### src/rtl/uls_pkg.sv
// Purpose: shared constants for line and modem status logic
// Assumes: AXI4-Lite slave with 32-bit data, one register per word
// Notes: register offsets are byte addresses
// Contract
// - Line status bit 7 stays high while any FIFO entry holds an error flag.
// - Line status bit 6 high only when holding and shift registers are both empty.
// - Line status bit 5 high when holding register empty; host may load 64.
// - A break stores character 0x00 with a break flag, shown in bit 4.
// - Bit 3 flags a character whose stop bit was sampled low.
// - Bit 2 flags a character whose parity check failed.
// - Bit 1 sets when a receive overrun occurs.
// - Bit 0 high while the receive FIFO holds at least one character.
// - Each entry keeps its flags; bits 4:2 show the head entry's flags.
// - Modem status bit 7 is the inverted carrier-detect pin when mapped.
// - Modem status bit 6 is the inverted ring-indicator pin when mapped.
// - Modem status bit 5 is the inverted data-set-ready pin when mapped.
// - Pins mapped to modem use need not read back in the pin level register.
// - Modem status bit 4 is the inverted clear-to-send input.
// - Bits 3, 1, 0 latch changes of CD, DSR, CTS; cleared by modem status read.
// - Bit 2 latches a low-to-high ring input change; cleared by modem status read.
// - Loopback routes DTR and RTS settings into bits 5 and 4, loops TX to RX.
package uls_pkg;
    localparam logic [7:0] OFS_RXH = 8'h00;
    localparam logic [7:0] OFS_LS  = 8'h04;
    localparam logic [7:0] OFS_MS  = 8'h08;
    localparam logic [7:0] OFS_MC  = 8'h0c;
    localparam logic [7:0] OFS_PF  = 8'h10;
    localparam logic [7:0] OFS_GL  = 8'h14;
    localparam logic [7:0] MC_RST  = 8'h00;
    localparam logic [7:0] PF_RST  = 8'h00;
    localparam logic [7:0] BRK_CHAR = 8'h00;
    localparam logic [1:0] RESP_OK  = 2'h0;
    localparam logic [1:0] RESP_ERR = 2'h2;
    localparam int MC_DTR  = 0;
    localparam int MC_RTS  = 1;
    localparam int MC_LOOP = 4;
    localparam int PF_HI   = 1;
    localparam int PF_LO   = 2;
    localparam int E_PAR   = 8;
    localparam int E_BRK   = 10;
    localparam int GP_CD_HI  = 6;
    localparam int GP_CD_LO  = 2;
    localparam int GP_RI_HI  = 7;
    localparam int GP_RI_LO  = 3;
    localparam int GP_DSR_HI = 4;
    localparam int GP_DSR_LO = 0;
endpackage

### src/rtl/uls_msr_if.sv
// Purpose: carrier between register block and modem status logic
// Assumes: both ends on the same clock
// Notes: mstat comes from flip-flops; gpio_lvl is masked combinationally
`timescale 1ns/100ps
interface uls_mstat_if;
    logic       map_hi;
    logic       map_lo;
    logic       loopback;
    logic       dtr;
    logic       rts;
    logic       rd_clr;
    logic [7:0] mstat;
    logic [7:0] gpio_lvl;
    modport regs (output map_hi, map_lo, loopback, dtr, rts, rd_clr,
                  input mstat, gpio_lvl);
    modport stat (input map_hi, map_lo, loopback, dtr, rts, rd_clr,
                  output mstat, gpio_lvl);
endinterface

### src/rtl/uls_modem_stat.sv
// Purpose: modem status bits, delta flags and pin synchronisers
// Assumes: pins are asynchronous, active low
// Notes: upper pin group wins when both groups are mapped
`timescale 1ns/100ps
module uls_modem_stat import uls_pkg::*; (
    // Clock and reset
    input wire logic       clock,
    input wire logic       rstn,
    // Pins
    input wire logic [7:0] gpio_in,
    input wire logic       cts_n,
    // Register side
    uls_mstat_if.stat      mif
);
    logic [8:0] raw;
    logic [8:0] s1_r, s2_r, s3_r, lvl_r;
    logic [3:0] st_r, st_nxt, dl_r, dl_nxt, ev;
    logic       cd, ri, dsr, cts;

    assign raw = {cts_n, gpio_in};
    for (genvar i = 0; i < 9; i++) begin : g_sync
        always_ff @(posedge clock) begin
            if (!rstn) begin
                s1_r[i]  <= 1'b1;
                s2_r[i]  <= 1'b1;
                s3_r[i]  <= 1'b1;
                lvl_r[i] <= 1'b1;
            end else begin
                s1_r[i] <= raw[i];
                s2_r[i] <= s1_r[i];
                s3_r[i] <= s2_r[i];
                if (s2_r[i] == s3_r[i]) begin
                    lvl_r[i] <= s3_r[i];
                end
            end
        end
    end

    // Loopback ignores the pins; CD and RI read inactive then
    assign cd  = !mif.loopback & (mif.map_hi ? !lvl_r[GP_CD_HI] :
                 mif.map_lo & !lvl_r[GP_CD_LO]);
    assign ri  = !mif.loopback & (mif.map_hi ? !lvl_r[GP_RI_HI] :
                 mif.map_lo & !lvl_r[GP_RI_LO]);
    assign dsr = mif.loopback ? mif.dtr : (mif.map_hi ? !lvl_r[GP_DSR_HI] :
                 mif.map_lo & !lvl_r[GP_DSR_LO]);
    assign cts = mif.loopback ? mif.rts : !lvl_r[8];
    assign st_nxt = {cd, ri, dsr, cts};
    assign ev = {cd ^ st_r[3], st_r[2] & !ri, dsr ^ st_r[1], cts ^ st_r[0]};
    // A change in the read cycle stays latched: set wins over clear
    assign dl_nxt = (dl_r & {4{!mif.rd_clr}}) | ev;

    always_ff @(posedge clock) begin
        if (!rstn) begin
            st_r <= 4'h0;
            dl_r <= 4'h0;
        end else begin
            st_r <= st_nxt;
            dl_r <= dl_nxt;
        end
    end

    assign mif.mstat = {st_r, dl_r};
    // Modem pins read back as zero
    assign mif.gpio_lvl = lvl_r[7:0] & ~{{4{mif.map_hi}}, {4{mif.map_lo}}};
endmodule

### src/rtl/uls_top.sv
// Purpose: line and modem status registers of one serial channel
// Assumes: receiver and transmitter status inputs are on this clock
// Notes: reading the receive holding register pops the FIFO head
//
// The address map and the AXI4-Lite register port were chosen for this implementation.
`timescale 1ns/100ps
module uls_top import uls_pkg::*; #(
    parameter int RX_DEPTH = 64,
    parameter int ADDR_W   = 8
) (
    // Clock and reset
    input  wire logic              clock,
    input  wire logic              rstn,
    // AXI4-Lite write
    input  wire logic [ADDR_W-1:0] s_awaddr,
    input  wire logic              s_awvalid,
    output logic                   s_awready,
    input  wire logic [31:0]       s_wdata,
    input  wire logic [3:0]        s_wstrb,
    input  wire logic              s_wvalid,
    output logic                   s_wready,
    output logic [1:0]             s_bresp,
    output logic                   s_bvalid,
    input  wire logic              s_bready,
    // AXI4-Lite read
    input  wire logic [ADDR_W-1:0] s_araddr,
    input  wire logic              s_arvalid,
    output logic                   s_arready,
    output logic [31:0]            s_rdata,
    output logic [1:0]             s_rresp,
    output logic                   s_rvalid,
    input  wire logic              s_rready,
    // Receiver framing results
    input  wire logic              rx_char_valid,
    input  wire logic [7:0]        rx_char,
    input  wire logic              rx_parity_err,
    input  wire logic              rx_frame_err,
    input  wire logic              rx_break_det,
    // Transmitter state
    input  wire logic              tx_holding_empty,
    input  wire logic              tx_shift_empty,
    // Modem pins
    input  wire logic [7:0]        gpio_in,
    input  wire logic              cts_n,
    output logic                   dtr_n,
    output logic                   rts_n,
    output logic                   loop_tx_rx
);
    localparam int PW = $clog2(RX_DEPTH);

    logic              awready_r, wready_r, bvalid_r, arready_r, rvalid_r;
    logic [1:0]        bresp_r, rresp_r;
    logic [31:0]       rdata_r;
    logic [ADDR_W-1:0] waddr_r;
    logic [7:0]        wdata_r;
    logic              wstb_r;
    logic [7:0]        mc_r, pf_r;
    logic              dtr_n_r, rts_n_r, loop_r, ovr_r, ovr_nxt;
    logic [10:0]       mem_r [RX_DEPTH];
    logic [PW-1:0]     wp_r, rp_r;
    logic [PW:0]       cnt_r, cnt_nxt, ecnt_r, ecnt_nxt;
    logic [7:0]        ls_word;
    logic [7:0]        rd_byte;
    uls_mstat_if       mif();

    // Bus decode
    wire aw_hs  = s_awvalid & awready_r;
    wire w_hs   = s_wvalid & wready_r;
    wire b_hs   = bvalid_r & s_bready;
    wire ar_hs  = s_arvalid & arready_r;
    wire r_hs   = rvalid_r & s_rready;
    wire wr_go  = !awready_r & !wready_r & !bvalid_r;
    wire wa_mc  = waddr_r == ADDR_W'(OFS_MC);
    wire wa_pf  = waddr_r == ADDR_W'(OFS_PF);
    wire wa_ro  = waddr_r == ADDR_W'(OFS_RXH) || waddr_r == ADDR_W'(OFS_LS) ||
                  waddr_r == ADDR_W'(OFS_MS) || waddr_r == ADDR_W'(OFS_GL);
    wire wr_map = wa_mc | wa_pf | wa_ro;
    wire wr_mc  = wr_go & wstb_r & wa_mc;
    wire wr_pf  = wr_go & wstb_r & wa_pf;
    wire ra_rxh = s_araddr == ADDR_W'(OFS_RXH);
    wire ra_ls  = s_araddr == ADDR_W'(OFS_LS);
    wire ra_ms  = s_araddr == ADDR_W'(OFS_MS);
    wire ra_mc  = s_araddr == ADDR_W'(OFS_MC);
    wire ra_pf  = s_araddr == ADDR_W'(OFS_PF);
    wire ra_gl  = s_araddr == ADDR_W'(OFS_GL);
    wire ra_map = ra_rxh | ra_ls | ra_ms | ra_mc | ra_pf | ra_gl;
    wire rd_ls  = ar_hs & ra_ls;

    // Receive FIFO control
    wire [10:0] head   = mem_r[rp_r];
    wire        empty  = cnt_r == '0;
    wire        full   = cnt_r == (PW+1)'(RX_DEPTH);
    wire        pop    = ar_hs & ra_rxh & !empty;
    wire        in_v   = rx_char_valid | rx_break_det;
    wire [10:0] in_e   = rx_break_det ? {1'b1, 2'b00, BRK_CHAR} :
                         {1'b0, rx_frame_err, rx_parity_err, rx_char};
    wire        push   = in_v & (!full | pop);
    wire        ovr_ev = in_v & full & !pop;
    wire        in_err = |in_e[E_BRK:E_PAR];
    wire        hd_err = |head[E_BRK:E_PAR];

    assign cnt_nxt  = cnt_r + (PW+1)'(push) - (PW+1)'(pop);
    assign ecnt_nxt = ecnt_r + (PW+1)'(push & in_err) - (PW+1)'(pop & hd_err);
    // Set wins so an overrun in the read cycle is not lost
    assign ovr_nxt  = (ovr_r & !rd_ls) | ovr_ev;

    assign ls_word = {ecnt_r != '0,
                      tx_holding_empty & tx_shift_empty,
                      tx_holding_empty,
                      empty ? 3'h0 : head[E_BRK:E_PAR],
                      ovr_r,
                      !empty};

    // Empty FIFO reads as zero, nothing popped
    assign rd_byte = ra_rxh ? (empty ? 8'h00 : head[7:0]) :
                     ra_ls  ? ls_word :
                     ra_ms  ? mif.mstat :
                     ra_mc  ? mc_r :
                     ra_pf  ? pf_r :
                     ra_gl  ? mif.gpio_lvl : 8'h00;

    assign mif.map_hi   = pf_r[PF_HI];
    assign mif.map_lo   = pf_r[PF_LO];
    assign mif.loopback = mc_r[MC_LOOP];
    assign mif.dtr      = mc_r[MC_DTR];
    assign mif.rts      = mc_r[MC_RTS];
    assign mif.rd_clr   = ar_hs & ra_ms;

    uls_modem_stat u_stat (
        .clock   (clock),
        .rstn    (rstn),
        .gpio_in (gpio_in),
        .cts_n   (cts_n),
        .mif     (mif)
    );

    // Write channel: address and data taken in either order
    always_ff @(posedge clock) begin
        if (!rstn) begin
            awready_r <= 1'b1;
            wready_r  <= 1'b1;
            bvalid_r  <= 1'b0;
            bresp_r   <= RESP_OK;
            waddr_r   <= '0;
            wdata_r   <= 8'h00;
            wstb_r    <= 1'b0;
        end else begin
            if (aw_hs) begin
                awready_r <= 1'b0;
                waddr_r   <= s_awaddr;
            end
            if (w_hs) begin
                wready_r <= 1'b0;
                wdata_r  <= s_wdata[7:0];
                wstb_r   <= s_wstrb[0];
            end
            if (wr_go) begin
                bvalid_r <= 1'b1;
                bresp_r  <= wr_map ? RESP_OK : RESP_ERR;
            end
            if (b_hs) begin
                bvalid_r  <= 1'b0;
                awready_r <= 1'b1;
                wready_r  <= 1'b1;
            end
        end
    end

    // Status registers take no write; only control bytes change
    always_ff @(posedge clock) begin
        if (!rstn) begin
            mc_r <= MC_RST;
            pf_r <= PF_RST;
        end else begin
            if (wr_mc) begin
                mc_r <= wdata_r;
            end
            if (wr_pf) begin
                pf_r <= wdata_r;
            end
        end
    end

    // Read channel: answer in the cycle after the address is taken
    always_ff @(posedge clock) begin
        if (!rstn) begin
            arready_r <= 1'b1;
            rvalid_r  <= 1'b0;
            rdata_r   <= 32'h0000_0000;
            rresp_r   <= RESP_OK;
        end else if (ar_hs) begin
            arready_r <= 1'b0;
            rvalid_r  <= 1'b1;
            rdata_r   <= {24'h00_0000, rd_byte};
            rresp_r   <= ra_map ? RESP_OK : RESP_ERR;
        end else if (r_hs) begin
            arready_r <= 1'b1;
            rvalid_r  <= 1'b0;
        end
    end

    // Storage has no reset: only entries below the count are ever read
    always_ff @(posedge clock) begin
        if (push) begin
            mem_r[wp_r] <= in_e;
        end
    end

    always_ff @(posedge clock) begin
        if (!rstn) begin
            wp_r   <= '0;
            rp_r   <= '0;
            cnt_r  <= '0;
            ecnt_r <= '0;
            ovr_r  <= 1'b0;
        end else begin
            if (push) begin
                wp_r <= (wp_r == PW'(RX_DEPTH - 1)) ? '0 : wp_r + 1'b1;
            end
            if (pop) begin
                rp_r <= (rp_r == PW'(RX_DEPTH - 1)) ? '0 : rp_r + 1'b1;
            end
            cnt_r  <= cnt_nxt;
            ecnt_r <= ecnt_nxt;
            ovr_r  <= ovr_nxt;
        end
    end

    // DTR and RTS go inactive in loopback so the modem sees nothing
    always_ff @(posedge clock) begin
        if (!rstn) begin
            dtr_n_r <= 1'b1;
            rts_n_r <= 1'b1;
            loop_r  <= 1'b0;
        end else begin
            dtr_n_r <= !mc_r[MC_DTR] | mc_r[MC_LOOP];
            rts_n_r <= !mc_r[MC_RTS] | mc_r[MC_LOOP];
            loop_r  <= mc_r[MC_LOOP];
        end
    end

    assign s_awready  = awready_r;
    assign s_wready   = wready_r;
    assign s_bvalid   = bvalid_r;
    assign s_bresp    = bresp_r;
    assign s_arready  = arready_r;
    assign s_rvalid   = rvalid_r;
    assign s_rdata    = rdata_r;
    assign s_rresp    = rresp_r;
    assign dtr_n      = dtr_n_r;
    assign rts_n      = rts_n_r;
    assign loop_tx_rx = loop_r;

    // Checking helpers
    // Summary reference rebuilt from stored flags, independent of the error counter
    logic any_err_chk;
    always_comb begin
        any_err_chk = 1'b0;
        for (int i = 0; i < RX_DEPTH; i++) begin
            if (i < int'(cnt_r)) begin
                any_err_chk = any_err_chk | (|mem_r[(int'(rp_r) + i) % RX_DEPTH][E_BRK:E_PAR]);
            end
        end
    end
endmodule

### config.mk
export PLATFORM = sky130hd
export DESIGN_NAME = uls_top
export DESIGN_NICKNAME = d
export VERILOG_FILES = /design/src/rtl/uls_pkg.sv /design/src/rtl/uls_msr_if.sv /design/src/rtl/uls_modem_stat.sv /design/src/rtl/uls_top.sv
export SDC_FILE = /design/constraint.sdc
export NUM_CORES = 1
export LEC_CHECK = 0
export ABC_AREA = 1
export BUFFER_PORTS_ARGS = -buffer_cell sky130_fd_sc_hd__buf_2
export CAP_MARGIN = 10
export CORE_MARGIN = 2
export CORE_UTILIZATION = 55
export CTS_CLUSTER_DIAMETER = 60
export DETAILED_ROUTE_END_ITERATION = 8
export PLACE_DENSITY = 0.78
export SLEW_MARGIN = 20
export SYNTH_ARGS = -nofsm -noshare
export SYNTH_HDL_FRONTEND = slang
export SYNTH_HIERARCHICAL = 1
export SYNTH_SLANG_ARGS = --single-unit
### constraint.sdc
create_clock -name clock -period 4.35 [get_ports clock]
set_input_delay 0.87 -clock clock [delete_from_list [all_inputs] [get_ports clock]]
set_output_delay 0.87 -clock clock [all_outputs]
set_load 0.02 [all_outputs]
==> out/metrics.yaml <==
run_status:
  status: "complete, no violations"
clocking:
  cts_sinks: 832
  clk_pin_slew_ns: 0.06
  cts_tree: "done"
  cts_buffers: 82
  clk_latency_ns: 0.63
  cts_buffer_depth: 3
  cts-root-buf: "clkbuf_16"
  cts_hold_buf: 0
  h-tree-depth: 3
drt:
  drt_wl_total_um: 83200
  dr.pass1.iters: 8
  via_count: 23753
  vias_per_cell: 5.81
  drt.antenna.violating_nets: 0
  wl_per_cell_um: 20.4
  drt-initial-drc-count: 2842
  drc: 0
yosys:
  ys_seq_elements: 832
  synthFlopType: "edfxtp_1"
  syn_avg_cell_area_um2: 11.0
  synth_cell_types: 45
  syn_inst: 3106
  yosysWarnings: 6
  syn_area_um2: 34000
  synth_edf_count: 704
  synth.yosys.seq_area_share_pct: 69.7
  async_flop_share_pct: 0
floorplan:
  fp.dieH_um: 253
  die_w_um: 253
  pin_count: 126
  core_area_um2: 61500
  die-area_um2: 63900
  num_rows: 91
  start_util_pct: 55.3
timing:
  slew_viol_final: 0
  hold_ws_ns: 0.411
  clock_skew_ns: 0.0199
  slew_headroom_pct: 32.0
  finalCriticalPeriod_ns: 3.95
  fin_setup_tns_ns: 0
  worst_pin_slew_ns: 1.02
  finalCritPeriodShare_pct: 90.9
  setup_viol: 0
  max_freq_mhz: 253
  worst_slack_ns: 0.398
  grt_setup_unrepaired: "false"
  finalHoldViolations: 0
grt:
  grt.total_usage_pct: 25.6
  grt_overflow: 0
  grt_max_degree: 129
  grt_first_pass_wirelength_um: 125000
  grt_pass1_vias: 22485
  antenna_found_initial: 1
layout:
  nNetsFinal: 3336
  stdcell_count: 4088
  drive_gt1_share_pct: 11.9
  mostFrequentLayoutCells: "nand2_1, edfxtp_1, nand3_1, nor2_1, o21ai_0"
  syn_to_final_growth_pct: 13.1
  fill_cells: 4566
  final_common_cell: "nand2_1"
place:
  placed_cells: 3934
  gp_congestion: 0.903
  pre_cts_ws_ns: 0.240
  dp_hpwl_um: 48700
  numPortBuffers: 72
power_and_ir_drop:
  p_per_area_nw_per_um2: 433
  total_leakage_power_nw: 14.2
  power_mw: 16.7
  peakVddDrop_mv: 0.236
setup_path:
  crit_fanout: 78
  end_kind: "flip-flop"
  cp.arrival_ns: 4.52
  crit_type: "reg2reg"
  critical_path.startpoint_type: "flip-flop"
  cp_slowest_cell: "dfxtp_4"
  crit_path_max_incr_delay_ns: 0.53
  critPathMostFrequentCell: "nor2_1"
  crit_required_ns: 4.92
worst_hold_path:
  min_path_type: "reg2reg"
run:
  maxCapViolations: 0
-- synth_stat cells, types with 4 or more instances --
cell / number / share of area (%)
clkbuf_1: 75 / 0.83
o21ai_0: 176 / 2.6
nand4_1: 7 / 0.13
nor3_1: 12 / 0.18
edfxtp_1: 704 / 62
ha_1: 20 / 0.74
inv_1: 126 / 1.4
o211ai_1: 9 / 0.20
buf_1: 19 / 0.21
buf_4: 31 / 0.68
nor2_1: 285 / 3.1
a21oi_1: 88 / 1.3
or2_2: 28 / 0.51
buf_2: 69 / 1.0
nand2_1: 737 / 8.1
o22ai_1: 24 / 0.44
nand2_2: 5 / 0.092
nand3_1: 513 / 7.5
dfxtp_1: 128 / 7.5
clkinv_1: 5 / 0.055
nor2_4: 4 / 0.13
-- critical path: cells and delay by family, from the launching register on --
kind / cells / cell delay, ns
and+or+nand+nor: 13 / 1.42
adders and majority gates: 3 / 0.77
AOI/OAI and AO/OA: 5 / 0.55
DFF: 1 / 0.53
buffers and inverters: 4 / 0.56
-- cell families after synthesis --
logic type	count (synthesis)	synth area share [%]
flip-flops	832	69.7
XOR/XNOR	2	0.0515
AND/OR/NAND/NOR	1607	20.3
adder cells (fa/ha/maj)	22	0.853
AO/OA/AOI/OAI	315	4.92
other	1	0.0110
buffers and inverters	327	4.23
-- metrics by stage --
| stage | utilization [%] | area (um2) |
|---|---|---|
| finish | 62.6 | 38500 |
| detailed placement | 58.3 | 35800 |
| global route | 62.6 | 38500 |
| CTS | 62.4 | 38300 |
| floorplan | - | 34100 |
| global placement | 58.3 | 35800 |
-- routing by layer --
layer	part of all wire, %	vias to the layer above	routed length [um]	track usage [%]
met2	48	1246	40000	41.8
met5	0	-	0	0
li1	-	10982	-	-
met1	38	11290	31300	33.0
met4	4.9	0	4040	13.4
met3	9.5	235	7860	4.53
-- power breakdown --
group / internal, mW / total [mW] / switching [mW]
Combinational: 0.346 / 1.14 / 0.797
Sequential: 8.82 / 8.90 / 0.0792
Clock: 3.70 / 6.62 / 2.91
-- flip-flops by register name, summed over array words and instances, names as in the netlist, 8 cells and up, named ones only --
name and flops:
u_stat/lvl_r 9, u_stat/s1_r 9, u_stat/s2_r 9, mem_r 704
waddr_r 8, mc_r 8, pf_r 8, wdata_r 8
u_stat/s3_r 9, s_rdata 8
-- worst paths after layout --
check,startpoint,end,slack (ns),depth (start not counted)
worst max-delay path,flip-flop,ecnt_r[6]$_SDFF_PN0_,0.40,25
worst min-delay path,u_stat/s1_r[7]$_SDFF_PN1_,u_stat/s2_r[7]$_SDFF_PN1_,0.41,1
worst max register to register,flip-flop,ecnt_r[6]$_SDFF_PN0_,0.40,25
worst min register to register,u_stat/s1_r[7]$_SDFF_PN1_,u_stat/s2_r[7]$_SDFF_PN1_,0.41,1
-- timing repair --
action                     4_1_cts  5_1_grt
buffers inserted                 0        1
resized for setup                0        8
setup endpoints to repair        0        1
-- final cells by class --
cell class	count	area [um2]	share of cell area [%]
antenna	1	2.50	0.00651
clock buffer	111	2240	5.84
clock inverter	38	263	0.683
inverter	132	515	1.34
multi-input combinational	1972	9050	23.5
sequential	832	23700	61.6
tap	790	988	2.57
timing repair buffer	212	1680	4.37
(Power assumes the default switching activity.)
